==> config.mk <==
export PLATFORM = sky130hd
export DESIGN_NAME = branch_compare_sequencer
export DESIGN_NICKNAME = d
export VERILOG_FILES = /design/src/branch_compare_pkg.sv /design/src/branch_compare_sequencer.sv
export SDC_FILE = /design/constraint.sdc
export NUM_CORES = 1
export LEC_CHECK = 0
export ABC_AREA = 0
export BUFFER_PORTS_ARGS = -buffer_cell sky130_fd_sc_hd__buf_2
export CAP_MARGIN = 10
export CORE_UTILIZATION = 54
export DETAILED_ROUTE_END_ITERATION = 10
export PLACE_DENSITY_LB_ADDON = 0.08
export SYNTH_ARGS = -nofsm -noshare
export SYNTH_HDL_FRONTEND = slang
export SYNTH_SLANG_ARGS = --single-unit
==> constraint.sdc <==
create_clock -name clock -period 3.9 [get_ports clock]
set_clock_uncertainty 0.1 [all_clocks]
set_input_delay 0.195 -clock clock [delete_from_list [all_inputs] [get_ports clock]]
set_output_delay 0.195 -clock clock [all_outputs]
set_load 0.005 [all_outputs]
==> src/branch_compare_pkg.sv <==
// Package with constants, commands and carriers for the branch and compare sequencer.
package branch_compare_pkg;

   localparam logic [7:0] OFS_CTRL = 8'h00;
   localparam logic [7:0] OFS_PC = 8'h04;
   localparam logic [7:0] OFS_FLAGS = 8'h08;
   localparam logic [7:0] OFS_STATUS = 8'h0C;

   localparam int CTRL_RUN = 0;
   localparam int STATUS_BUSY = 0;
   localparam int STATUS_CYC_LSB = 4;

   localparam logic CTRL_RUN_RESET = 1'b1;
   localparam logic [15:0] PC_RESET = 16'h0000;
   localparam logic [7:0] FLAGS_RESET = 8'h00;

   localparam int FLAG_C = 0;
   localparam int FLAG_Z = 1;
   localparam int FLAG_N = 2;
   localparam int FLAG_V = 3;
   localparam int FLAG_S = 4;
   localparam int FLAG_H = 5;
   localparam int FLAG_T = 6;
   localparam int FLAG_I = 7;

   localparam logic [2:0] CYC_ONE = 3'h1;
   localparam logic [2:0] CYC_TAKEN = 3'h2;
   localparam logic [2:0] CYC_JUMP = 3'h2;
   localparam logic [2:0] CYC_CALL = 3'h3;
   localparam logic [2:0] CYC_RET = 3'h4;
   localparam logic [2:0] CYC_SKIP1 = 3'h2;
   localparam logic [2:0] CYC_SKIP2 = 3'h3;

   typedef enum logic [5:0] {
      OP_RELATIVE_JUMP, OP_POINTER_JUMP, OP_RELATIVE_CALL, OP_POINTER_CALL,
      OP_SUBROUTINE_RETURN, OP_INTERRUPT_RETURN, OP_COMPARE_SKIP_EQUAL,
      OP_COMPARE_REGISTERS, OP_COMPARE_REGISTERS_CARRY, OP_COMPARE_IMMEDIATE,
      OP_SKIP_REG_BIT_CLEAR, OP_SKIP_REG_BIT_SET, OP_SKIP_IO_BIT_CLEAR, OP_SKIP_IO_BIT_SET,
      OP_BRANCH_FLAG_SET, OP_BRANCH_FLAG_CLEAR, OP_BRANCH_EQUAL, OP_BRANCH_NOT_EQUAL,
      OP_BRANCH_CARRY_SET, OP_BRANCH_CARRY_CLEAR, OP_BRANCH_SAME_HIGHER, OP_BRANCH_LOWER,
      OP_BRANCH_MINUS, OP_BRANCH_PLUS, OP_BRANCH_SIGNED_GE, OP_BRANCH_SIGNED_LT,
      OP_BRANCH_HALFCARRY_SET, OP_BRANCH_HALFCARRY_CLEAR, OP_BRANCH_TRANSFER_SET,
      OP_BRANCH_TRANSFER_CLEAR, OP_BRANCH_OVERFLOW_SET, OP_BRANCH_OVERFLOW_CLEAR,
      OP_BRANCH_IRQ_ENABLED, OP_BRANCH_IRQ_DISABLED
   } op_t;

   typedef struct packed {
      op_t op;
      logic [2:0] flagSel;
      logic [11:0] offset;
      logic [7:0] regA;
      logic [7:0] regB;
      logic [2:0] bitSel;
      logic [7:0] ioData;
      logic nextTwoWord;
      logic [15:0] pointer;
   } cmd_t;

   typedef struct packed {
      logic psel;
      logic penable;
      logic pwrite;
      logic [7:0] paddr;
      logic [31:0] pwdata;
   } apb_req_t;

endpackage

==> src/branch_compare_sequencer.sv <==
// Control-flow execution unit: jumps, calls, returns, compares, skips and branches.
// Contract
// [RULE1] Compare-skip-equal skips two or three words when registers match, 1/2/3 cycles.
// [RULE2] Pointer jump loads PC from the pointer in 2 cycles, flags untouched.
// [RULE3] Pointer call pushes return address, loads PC from pointer, 3 cycles.
// [RULE4] Compare immediate sets Z, N, V, C, H from register minus constant, 1 cycle.
// [RULE5] Skip on register bit clear skips two or three words, 1/2/3 cycles.
// [RULE6] Skip on register bit set skips two or three words when bit is one.
// [RULE7] Skip on I/O bit clear skips the next instruction, 1/2/3 cycles.
// [RULE8] Skip on I/O bit set skips two or three words when bit is one.
// [RULE9] Branch on selected flag set adds offset plus one, 1/2 cycles, flags kept.
// [RULE10] Branch on selected flag clear adds offset plus one when flag is zero.
// [RULE11] Branch equal is taken only when the zero flag is one.
// [RULE12] Branch lower and branch carry set are taken only when carry is one.
// [RULE13] Branch same-or-higher and carry clear are taken only when carry is zero.
// [RULE14] Branch minus is taken only when negative is one, flags kept.
// [RULE15] Signed greater-or-equal branch is taken when N xor V is zero.
// [RULE16] Signed less-than branch is taken when N xor V is one.
// [RULE17] Half-carry branches are taken on H one or H zero, 1/2 cycles.
// [RULE18] Overflow branches are taken on V one or V zero, flags kept.
// [RULE19] Transfer-bit branches are taken on T one or T zero, 1/2 cycles.
// [RULE20] Interrupt-state branches are taken on I one or I zero.
// [RULE21] Relative jump adds offset plus one in 2 cycles; relative call also pushes, 3.
// [RULE22] Both returns pop PC in 4 cycles; only interrupt return sets I.
// [RULE23] Branch takes 1 cycle untaken, 2 taken; skips take 1, 2 or 3.
//
// The register addresses and the APB register port were chosen for this implementation.
`timescale 1ns/100ps
`default_nettype none

module branch_compare_sequencer (
   input wire logic clock,
   input wire logic nrst,
   input wire logic ce,
   input wire logic cmdValid,
   input wire branch_compare_pkg::cmd_t cmd,
   output logic cmdReady,
   output logic done,
   output logic [15:0] pc,
   output logic [7:0] flags,
   output logic pushValid,
   output logic [15:0] pushData,
   output logic popReq,
   input wire logic [15:0] popData,
   input wire branch_compare_pkg::apb_req_t apbIn,
   output logic [31:0] prdata,
   output logic pready,
   output logic pslverr
);

   typedef enum logic {IDLE, BUSY} state_t;

   state_t state_reg;
   logic run_reg;
   logic [15:0] pc_reg;
   logic [7:0] flags_reg;
   logic [15:0] pcPend_reg;
   logic [2:0] left_reg;
   logic [2:0] lastCyc_reg;
   logic setI_reg;
   logic done_reg;
   logic pushValid_reg;
   logic [15:0] pushData_reg;
   logic popReq_reg;
   logic popWait_reg;
   logic [31:0] prdata_reg;
   logic accept;
   logic apbWrite;
   logic mapped;
   logic [15:0] pcInc;
   logic [15:0] relPc;
   logic [15:0] skipPc;
   logic [15:0] pcNext;
   logic [7:0] flagsNext;
   logic [2:0] cycNext;
   logic pushNext;
   logic popNext;
   logic isBranch;
   logic isSkip;

   function automatic logic branchCond(branch_compare_pkg::op_t op, logic [2:0] sel, logic [7:0] f);
      logic r;
      r = 1'b0;
      unique case (op)
         branch_compare_pkg::OP_BRANCH_FLAG_SET: r = f[sel]; // [RULE9]
         branch_compare_pkg::OP_BRANCH_FLAG_CLEAR: r = !f[sel]; // [RULE10]
         branch_compare_pkg::OP_BRANCH_EQUAL: r = f[branch_compare_pkg::FLAG_Z]; // [RULE11]
         branch_compare_pkg::OP_BRANCH_NOT_EQUAL: r = !f[branch_compare_pkg::FLAG_Z];
         branch_compare_pkg::OP_BRANCH_CARRY_SET,
         branch_compare_pkg::OP_BRANCH_LOWER: r = f[branch_compare_pkg::FLAG_C]; // [RULE12]
         branch_compare_pkg::OP_BRANCH_CARRY_CLEAR,
         branch_compare_pkg::OP_BRANCH_SAME_HIGHER: r = !f[branch_compare_pkg::FLAG_C]; // [RULE13]
         branch_compare_pkg::OP_BRANCH_MINUS: r = f[branch_compare_pkg::FLAG_N]; // [RULE14]
         branch_compare_pkg::OP_BRANCH_PLUS: r = !f[branch_compare_pkg::FLAG_N];
         branch_compare_pkg::OP_BRANCH_SIGNED_GE:
            r = !(f[branch_compare_pkg::FLAG_N] ^ f[branch_compare_pkg::FLAG_V]); // [RULE15]
         branch_compare_pkg::OP_BRANCH_SIGNED_LT:
            r = f[branch_compare_pkg::FLAG_N] ^ f[branch_compare_pkg::FLAG_V]; // [RULE16]
         branch_compare_pkg::OP_BRANCH_HALFCARRY_SET: r = f[branch_compare_pkg::FLAG_H]; // [RULE17]
         branch_compare_pkg::OP_BRANCH_HALFCARRY_CLEAR: r = !f[branch_compare_pkg::FLAG_H]; // [RULE17]
         branch_compare_pkg::OP_BRANCH_TRANSFER_SET: r = f[branch_compare_pkg::FLAG_T]; // [RULE19]
         branch_compare_pkg::OP_BRANCH_TRANSFER_CLEAR: r = !f[branch_compare_pkg::FLAG_T]; // [RULE19]
         branch_compare_pkg::OP_BRANCH_OVERFLOW_SET: r = f[branch_compare_pkg::FLAG_V]; // [RULE18]
         branch_compare_pkg::OP_BRANCH_OVERFLOW_CLEAR: r = !f[branch_compare_pkg::FLAG_V]; // [RULE18]
         branch_compare_pkg::OP_BRANCH_IRQ_ENABLED: r = f[branch_compare_pkg::FLAG_I]; // [RULE20]
         branch_compare_pkg::OP_BRANCH_IRQ_DISABLED: r = !f[branch_compare_pkg::FLAG_I]; // [RULE20]
         default: r = 1'b0;
      endcase
      return r;
   endfunction

   function automatic logic skipCond(branch_compare_pkg::cmd_t c);
      logic r;
      r = 1'b0;
      unique case (c.op)
         branch_compare_pkg::OP_COMPARE_SKIP_EQUAL: r = (c.regA == c.regB); // [RULE1]
         branch_compare_pkg::OP_SKIP_REG_BIT_CLEAR: r = !c.regA[c.bitSel]; // [RULE5]
         branch_compare_pkg::OP_SKIP_REG_BIT_SET: r = c.regA[c.bitSel]; // [RULE6]
         branch_compare_pkg::OP_SKIP_IO_BIT_CLEAR: r = !c.ioData[c.bitSel]; // [RULE7]
         branch_compare_pkg::OP_SKIP_IO_BIT_SET: r = c.ioData[c.bitSel]; // [RULE8]
         default: r = 1'b0;
      endcase
      return r;
   endfunction

   // Subtracts without storing and returns the updated flag byte.
   function automatic logic [7:0] cmpFlags(logic [7:0] a, logic [7:0] b, logic cin, logic keepZ,
                                           logic [7:0] f);
      logic [7:0] r;
      logic [7:0] o;
      r = 8'(a - b - {7'h00, cin});
      o = f;
      o[branch_compare_pkg::FLAG_Z] = (r == 8'h00) && (!keepZ || f[branch_compare_pkg::FLAG_Z]);
      o[branch_compare_pkg::FLAG_N] = r[7];
      o[branch_compare_pkg::FLAG_V] = (a[7] & !b[7] & !r[7]) | (!a[7] & b[7] & r[7]);
      o[branch_compare_pkg::FLAG_C] = (!a[7] & b[7]) | (b[7] & r[7]) | (r[7] & !a[7]);
      o[branch_compare_pkg::FLAG_H] = (!a[3] & b[3]) | (b[3] & r[3]) | (r[3] & !a[3]);
      return o;
   endfunction

   assign cmdReady = (state_reg == IDLE) && run_reg;
   assign accept = cmdValid && cmdReady && ce;
   assign pcInc = pc_reg + 16'h0001;
   assign relPc = pc_reg + {{4{cmd.offset[11]}}, cmd.offset} + 16'h0001;
   assign skipPc = pc_reg + (cmd.nextTwoWord ? 16'h0003 : 16'h0002);

   always_comb begin
      pcNext = pcInc;
      cycNext = branch_compare_pkg::CYC_ONE;
      flagsNext = flags_reg;
      pushNext = 1'b0;
      popNext = 1'b0;
      isBranch = 1'b0;
      isSkip = 1'b0;
      unique case (cmd.op)
         branch_compare_pkg::OP_RELATIVE_JUMP: begin
            pcNext = relPc; // [RULE21]
            cycNext = branch_compare_pkg::CYC_JUMP;
         end
         branch_compare_pkg::OP_POINTER_JUMP: begin
            pcNext = cmd.pointer; // [RULE2]
            cycNext = branch_compare_pkg::CYC_JUMP;
         end
         branch_compare_pkg::OP_RELATIVE_CALL: begin
            pcNext = relPc; // [RULE21]
            cycNext = branch_compare_pkg::CYC_CALL;
            pushNext = 1'b1;
         end
         branch_compare_pkg::OP_POINTER_CALL: begin
            pcNext = cmd.pointer; // [RULE3]
            cycNext = branch_compare_pkg::CYC_CALL;
            pushNext = 1'b1;
         end
         branch_compare_pkg::OP_SUBROUTINE_RETURN,
         branch_compare_pkg::OP_INTERRUPT_RETURN: begin
            cycNext = branch_compare_pkg::CYC_RET; // [RULE22]
            popNext = 1'b1;
         end
         branch_compare_pkg::OP_COMPARE_REGISTERS,
         branch_compare_pkg::OP_COMPARE_IMMEDIATE: begin
            flagsNext = cmpFlags(cmd.regA, cmd.regB, 1'b0, 1'b0, flags_reg); // [RULE4]
         end
         branch_compare_pkg::OP_COMPARE_REGISTERS_CARRY: begin
            flagsNext = cmpFlags(cmd.regA, cmd.regB, flags_reg[branch_compare_pkg::FLAG_C], 1'b1, flags_reg);
         end
         branch_compare_pkg::OP_COMPARE_SKIP_EQUAL,
         branch_compare_pkg::OP_SKIP_REG_BIT_CLEAR, branch_compare_pkg::OP_SKIP_REG_BIT_SET,
         branch_compare_pkg::OP_SKIP_IO_BIT_CLEAR, branch_compare_pkg::OP_SKIP_IO_BIT_SET: begin
            isSkip = 1'b1;
            if (skipCond(cmd)) begin
               pcNext = skipPc; // [RULE1] [RULE5] [RULE6] [RULE7] [RULE8]
               cycNext = cmd.nextTwoWord ? branch_compare_pkg::CYC_SKIP2
                                         : branch_compare_pkg::CYC_SKIP1; // [RULE23]
            end
         end
         default: begin
            isBranch = 1'b1;
            if (branchCond(cmd.op, cmd.flagSel, flags_reg)) begin
               pcNext = relPc; // [RULE9] [RULE10]
               cycNext = branch_compare_pkg::CYC_TAKEN; // [RULE23]
            end
         end
      endcase
   end

   assign apbWrite = apbIn.psel && apbIn.penable && apbIn.pwrite && mapped;
   assign mapped = (apbIn.paddr == branch_compare_pkg::OFS_CTRL) || (apbIn.paddr == branch_compare_pkg::OFS_PC)
                   || (apbIn.paddr == branch_compare_pkg::OFS_FLAGS)
                   || (apbIn.paddr == branch_compare_pkg::OFS_STATUS);
   assign pready = 1'b1;
   assign pslverr = apbIn.psel && apbIn.penable && !mapped;

   // Sequencing: single-cycle work finishes at the accepting edge, the rest counts down.
   always_ff @(posedge clock or negedge nrst) begin
      if (!nrst) begin
         state_reg <= IDLE;
         left_reg <= 3'h0;
         pcPend_reg <= branch_compare_pkg::PC_RESET;
         lastCyc_reg <= 3'h0;
         setI_reg <= 1'b0;
         done_reg <= 1'b0;
      end else if (ce) begin
         done_reg <= 1'b0;
         unique case (state_reg)
            IDLE: begin
               if (accept) begin
                  lastCyc_reg <= cycNext;
                  setI_reg <= (cmd.op == branch_compare_pkg::OP_INTERRUPT_RETURN); // [RULE22]
                  pcPend_reg <= pcNext;
                  if (cycNext == branch_compare_pkg::CYC_ONE) begin
                     done_reg <= 1'b1;
                  end else begin
                     state_reg <= BUSY;
                     left_reg <= 3'(cycNext - 3'h1);
                  end
               end
            end
            BUSY: begin
               if (popWait_reg) begin
                  pcPend_reg <= popData; // [RULE22]
               end
               left_reg <= 3'(left_reg - 3'h1);
               if (left_reg == 3'h1) begin
                  state_reg <= IDLE;
                  done_reg <= 1'b1;
               end
            end
         endcase
      end
   end

   // Program counter and flags; a bus write in the same cycle overrides execution.
   always_ff @(posedge clock or negedge nrst) begin
      if (!nrst) begin
         pc_reg <= branch_compare_pkg::PC_RESET;
         flags_reg <= branch_compare_pkg::FLAGS_RESET;
      end else if (ce) begin
         if (accept) begin
            flags_reg <= flagsNext;
            if (cycNext == branch_compare_pkg::CYC_ONE) begin
               pc_reg <= pcNext;
            end
         end
         if (state_reg == BUSY && left_reg == 3'h1) begin
            pc_reg <= pcPend_reg;
            if (setI_reg) begin
               flags_reg[branch_compare_pkg::FLAG_I] <= 1'b1; // [RULE22]
            end
         end
         if (apbWrite && apbIn.paddr == branch_compare_pkg::OFS_PC) begin
            pc_reg <= apbIn.pwdata[15:0];
         end
         if (apbWrite && apbIn.paddr == branch_compare_pkg::OFS_FLAGS) begin
            flags_reg <= apbIn.pwdata[7:0];
         end
      end
   end

   // Stack requests: push the return address, or ask for the popped one.
   always_ff @(posedge clock or negedge nrst) begin
      if (!nrst) begin
         pushValid_reg <= 1'b0;
         pushData_reg <= 16'h0000;
         popReq_reg <= 1'b0;
         popWait_reg <= 1'b0;
      end else if (ce) begin
         pushValid_reg <= accept && pushNext; // [RULE3] [RULE21]
         popReq_reg <= accept && popNext;
         popWait_reg <= popReq_reg;
         if (accept) begin
            pushData_reg <= pcInc;
         end
      end
   end

   // Register bus: control, read data captured in the setup phase.
   always_ff @(posedge clock or negedge nrst) begin
      if (!nrst) begin
         run_reg <= branch_compare_pkg::CTRL_RUN_RESET;
         prdata_reg <= 32'h00000000;
      end else if (ce) begin
         if (apbWrite && apbIn.paddr == branch_compare_pkg::OFS_CTRL) begin
            run_reg <= apbIn.pwdata[branch_compare_pkg::CTRL_RUN];
         end
         if (apbIn.psel && !apbIn.penable) begin
            prdata_reg <= 32'h00000000;
            unique case (apbIn.paddr)
               branch_compare_pkg::OFS_CTRL: prdata_reg[branch_compare_pkg::CTRL_RUN] <= run_reg;
               branch_compare_pkg::OFS_PC: prdata_reg[15:0] <= pc_reg;
               branch_compare_pkg::OFS_FLAGS: prdata_reg[7:0] <= flags_reg;
               branch_compare_pkg::OFS_STATUS: begin
                  prdata_reg[branch_compare_pkg::STATUS_BUSY] <= (state_reg == BUSY);
                  prdata_reg[branch_compare_pkg::STATUS_CYC_LSB +: 3] <= lastCyc_reg;
               end
               default: prdata_reg <= 32'h00000000;
            endcase
         end
      end
   end

   assign done = done_reg;
   assign pc = pc_reg;
   assign flags = flags_reg;
   assign pushValid = pushValid_reg;
   assign pushData = pushData_reg;
   assign popReq = popReq_reg;
   assign prdata = prdata_reg;

   // Cycles seen since the last accepted instruction, for the checks below.
   logic [2:0] elapsed_reg;
   always_ff @(posedge clock or negedge nrst) begin
      if (!nrst) begin
         elapsed_reg <= 3'h0;
      end else if (ce) begin
         if (accept) begin
            elapsed_reg <= 3'h1;
         end else if (state_reg == BUSY) begin
            elapsed_reg <= 3'(elapsed_reg + 3'h1);
         end
      end
   end
endmodule // branch_compare_sequencer

`default_nettype wire

; Word level (Yosys, flattened, before mapping)
; Cells that the tools add are included.
[word_totals]
out_inout_bits = 78
regBits = 85
romBits = 0
mem_bits_rw = 0
memories = 0
inputBits = 128
elab_cells = 208
latch_bits = 0
[op_classes]
multipliers = 0
bitwise_logic = 27
n_div = 0
order_cmp = 2
n_eq_ne = 42
n_reduce_logical = 65
addsub = 8
muxes = 48
shifts = 0
[ops]
columns = op, n
row1 = 2-to-1 mux 16 bit, 8
row2 = equality test 6 x 5 -> 1 bit (second input constant), 16
row3 = one-hot mux 16 bit (4 select lines), 1
row4 = equality test 6 x 4 -> 1 bit (second input constant), 8
row5 = adder 16 x 1 -> 16 bit (second input constant), 2
row6 = one-hot mux 16 bit (2 select lines), 1
row7 = equality test 6 x 3 -> 1 bit (second input constant), 4
row8 = logical NOT 8 bit, 3
row9 = logical NOT 1 bit, 18
row10 = one-hot mux 1 bit (18 select lines), 1
row11 = 2-to-1 mux 1 bit, 17
row12 = adder 16 bit, 1
row13 = adder 16 x 2 -> 16 bit, 1
row14 = equality test 8 x 4 -> 1 bit (second input constant), 2
row15 = 2-to-1 mux 8 bit, 2
row16 = OR reduction 2 bit, 8
row17 = bitwise AND 1 bit, 15
row18 = logical AND 1 bit, 15
row19 = one-hot mux 3 bit (5 select lines), 1
row20 = AND reduction 3 bit, 5
row21 = OR reduction 14 bit, 1
row22 = equality test 6 x 2 -> 1 bit (second input constant), 2
row23 = equality test 6 bit (second input constant), 2
row24 = one-hot mux 3 bit (2 select lines), 2
row25 = 29 further kinds, 56

; Depth between registers and ports, before layout
[depth]
ltp_word = 12
depth_mapped = 19
depth_no_buf = 17

; Worst setup path after synthesis
; OpenSTA, ideal clock, no wires.
[synth_timing]
path_type = register to register
startpoint = reg flags_reg[0], in the netlist flags[0]
endpoint = reg pc_reg[6], in the netlist pc[6]
setup_ps = 124
required_time_ps = 3676
setup_slack_ps = 359
path_buffers = 1
arrival_time_ps = 3317
period_less_slack_ps = 3541
path_stages_with_launch = 16
cell_sequence = dfrtp_1 mux4_2 mux2i_1 xnor2_1 a31oi_4 nand2_2 or3_1 buf_4 inv_2 ha_1 nand3_1 nand2_1 o21ai_1 nor2_1 nand2_1 o31a_1
[synth_between]
elab_chain_cells = 11
word_cells_on_any_way = 17
classes_between = eq/ne (1) / mux (12) / reduce/logical (4)
[synth_rtl]
columns = element, line
row1 = "start, declared", branch_compare_sequencer.sv:56  ; logic [7:0] flags_reg;
row2 = "start signal, assigned", branch_compare_sequencer.sv:256  ; flags_reg <= branch_compare_pkg::FLAGS_RESET;
row3 = "start signal, assigned", branch_compare_sequencer.sv:259  ; flags_reg <= flagsNext;
row4 = "start signal, assigned", branch_compare_sequencer.sv:274  ; flags_reg <= apbIn.pwdata[7:0];
row5 = binary-select mux 1 bit (select 3 bit), "branch_compare_sequencer.sv:85, branch_compare_sequencer.sv:86"
row6 = 2-to-1 mux 1 bit (implied by the code), "branch_compare_sequencer.sv:85, branch_compare_sequencer.sv:86"
row7 = logical NOT 1 bit, branch_compare_sequencer.sv:86  ; branch_compare_pkg::OP_BRANCH_FLAG_CLEAR: r = !f[sel];
row8 = one-hot mux 1 bit (18 select lines) *, branch_compare_sequencer.sv:84  ; unique case (op)
row9 = 2-to-1 mux 1 bit *, branch_compare_sequencer.sv:155  ; unique case (cmd.op)
row10 = "parallel branches: the longest is 6 deep, another holds one-hot mux 3 bit (5 select lines)", -
row11 = "end signal, assigned", branch_compare_sequencer.sv:261  ; pc_reg <= pcNext;
row12 = "end signal, assigned", branch_compare_sequencer.sv:265  ; pc_reg <= pcPend_reg;
row13 = "end signal, assigned", branch_compare_sequencer.sv:271  ; pc_reg <= apbIn.pwdata[15:0];
row14 = "end, declared", branch_compare_sequencer.sv:55  ; logic [15:0] pc_reg;
; Mark *: on every way between the ends. The select of a mux whose other input is x is not followed.
; A chain may end at the register's enable or synchronous reset.

; Worst setup path after layout
[layout_timing]
startpoint = reg flags_reg[2], in the netlist flags[2]
endpoint = reg pc_reg[11], in the netlist pc[11]
; The elaborated chain is that of the path after synthesis.

==> flow_summary.yaml <==
outcome:
  status: "finished clean"
routing:
  postRouteAntennaNets: 0
  via_per_inst: 5.98
  drc: 0
  dr_total_vias: 7486
  avgRoutedWirePerCell_um: 18.5
  totalWireLength_mm: 23.1
  drt-pass1-iter-count: 5
  drt_iter0_drc: 606
finish:
  nets: 1237
  synthToLayoutAreaGrowth_pct: 18.2
  fin_util_pct: 65.2
  antenna_cells: 0
  drive_above_1_share_pct: 23.0
power:
  vdd_drop_max_v: 0.000266
  p_leak_nw: 4.24
  power.density_nw_per_um2: 270
die:
  rows: 42
  ios: 206
  start_util_pct: 55.2
  die_w_um: 118
  core_area_um2: 13200
  fp.dieH_um: 118
  dieArea_um2: 14000
timing:
  fmax_mhz: 276
  setup-tns-final_ns: 0
  rsz0062_at_grt: "no"
  setup_viol: 0
  min_period_ns: 3.63
  tightest_slew_ns: 0.852
  finalHoldViolCount: 0
  max_slew_margin_pct: 43.2
  period_share_pct: 93.0
  slew_violations: 0
setup_path:
  crit_chain: "mux4_2 > mux2i_1 > xnor2_1 > a31oi_4 > nand2_2 > or3_1 > inv_2 > ha_1 > nand3_1 > nand2_1 > o21ai_1 > buf_4 > a211o_1 > a31oi_1"
  cp_max_fo: 15
  reg2reg_from: "flags[2]"
  worstSetupStartpoint: "flags[2]"
  required_ns: 4.08
  critPathKind: "flip-flop to flip-flop"
  end_kind: "flip-flop"
  slowest_stage: "mux4_2"
  worst_path_largest_cell_delay_ns: 0.49
  path_delay_family: "compound AO/OA/AOI/OAI gates"
  path_buf_inv: 2
  regToRegSetupSlack_ns: 0.27
  cp-start-kind: "flip-flop"
  cp.arrival_ns: 3.80
synth:
  synth_largest_area_cell: "dfrtp_1"
  synth_edf_count: 0
  ys_seq_elements: 85
  ys_warn_count: 0
  synthDistinctLibCells: 77
  synthTopCellsByArea: "dfrtp_1, ha_1, nand2_1, o21ai_0, mux2i_1"
  ys_seq_area_share_pct: 29.1
  synth_ff_type: "dfrtp_1"
  syn_avg_cell_area_um2: 8.01
  yosysTopAreaCellShare_pct: 28.8
  synth.cell_area_um2: 7310
  syn_inst: 912
  synth-async-reset-ratio_pct: 100
clock_network:
  clkTransAtPathRegs_ns: 0.06
  cts.sinks: 85
  clockBufferDepth: 2
  htreeDepth: 3
  cts-root-buf: "clkbuf_16"
  cts_setup_buffers: 0
  numCtsBuffers: 9
  holdBufCountCts: 2
  cts_tree: "done"
  cts_resized: 0
  clock_latency_ns: 0.36
grt:
  grt_pass1_vias: 6724
  overflow: 0
  grt_max_degree: 66
  grt_pass1_wl_mm: 36.1
  antenna_found_initial: 0
  grtUsageTotal_pct: 33.4
place:
  dp_hpwl_mm: 17.9
  port_buffers: 172
  gp_congestion: 0.989
run:
  maxCapViolations: 0
min_path:
  hp-start: "popData[4]"
  hold_path.class: "input port to flip-flop"
[placed cells by master (no fill, tap or decap), types with 26 or more instances in the layout]
cell	instances
inv_1	37
buf_2	171
mux2i_1	26
o21ai_0	63
ha_1	34
dfrtp_1	84
a21oi_1	50
nand2_1	107
nand3_1	42
buf_4	32
nor2_1	64
[final cells by class]
| cell class | instances | area (µm²) |
|---|---|---|
| clock buffer | 12 | 267 |
| clock inverter | 3 | 26.3 |
| fill | 1233 | 4610 |
| inverter | 38 | 143 |
| multi-input combinational | 732 | 4730 |
| sequential | 85 | 2130 |
| tap | 176 | 220 |
| timing repair buffer | 205 | 1120 |
[tightest hold or removal path, cell delays in order]
cell	delay, ns
buf_2	0.08
nand3_1	0.07
nand3_1	0.08
[per-layer routing]
metal	global-route usage, %	up-vias	routed length (µm)	part of all wire (%)
met5	0	-	0	0
met4	11.7	0	609	2.6
met3	7.05	47	1760	7.6
met2	49.3	323	9910	43
met1	48.2	3537	10800	47
li1	-	3579	-	-
[per-stage QoR]
| stage | power (W) | hold WS [ns] | std cells | worst slack (ns) | area [µm²] |
|---|---|---|---|---|---|
| 6_report | 0.00233 | 0.00195 | 1251 | 0.274 | 8630 |
| 5_1_grt | 0.00242 | 0.0103 | 1251 | 0.0261 | 8630 |
| 4_1_cts | 0.00233 | 0.00152 | 1251 | 0.300 | 8630 |
| 3_5_place_dp | 0.00146 | 0.254 | 1234 | 0.315 | 8320 |
| 3_3_place_gp | 0.00146 | 0.253 | 1234 | 0.378 | 8320 |
| 2_1_floorplan | 0.00128 | -0.201 | 927 | 0.359 | 7360 |
[Yosys cell counts, types with 22 or more instances]
master and n:
nand2_1 107, dfrtp_1 84, nor2_1 64, o21ai_0 63, a21oi_1 50, nand3_1 42, clkbuf_1 40, inv_1 37
ha_1 34, mux2i_1 26, o21ai_1 24, and3_1 23, xnor2_1 23, xor2_1 22
[worst paths after layout]
kind	to	depth (start not counted)
worst max-delay path	pc[11]	14
worst min-delay path	pcPend_reg[4]	3
worst max register to register	pc[11]	14
worst min register to register	prdata[13]	2
max in group asynchronous	pc[0]	3
min in group asynchronous	prdata[12]	2
[kinds of logic after synthesis]
family	count (synthesis)	share of synthesized area (%)
buf+inv	110	6.85
compound gates	247	21.8
simple gates	343	23.2
mux	42	6.64
fa+ha+maj	38	6.92
other cells	2	0.103
flops	85	29.1
xor+xnor	45	5.39
[power by group]
group	internal (W)	leakage, nW	switching, W	total [W]
combinational	0.000221	2.93	0.000316	0.000537
sequential	0.000903	1.16	0.0000238	0.000926
clock	0.000487	0.146	0.000382	0.000869
total	0.00161	4.24	0.000722	0.00233
(Power assumes the default switching activity.)
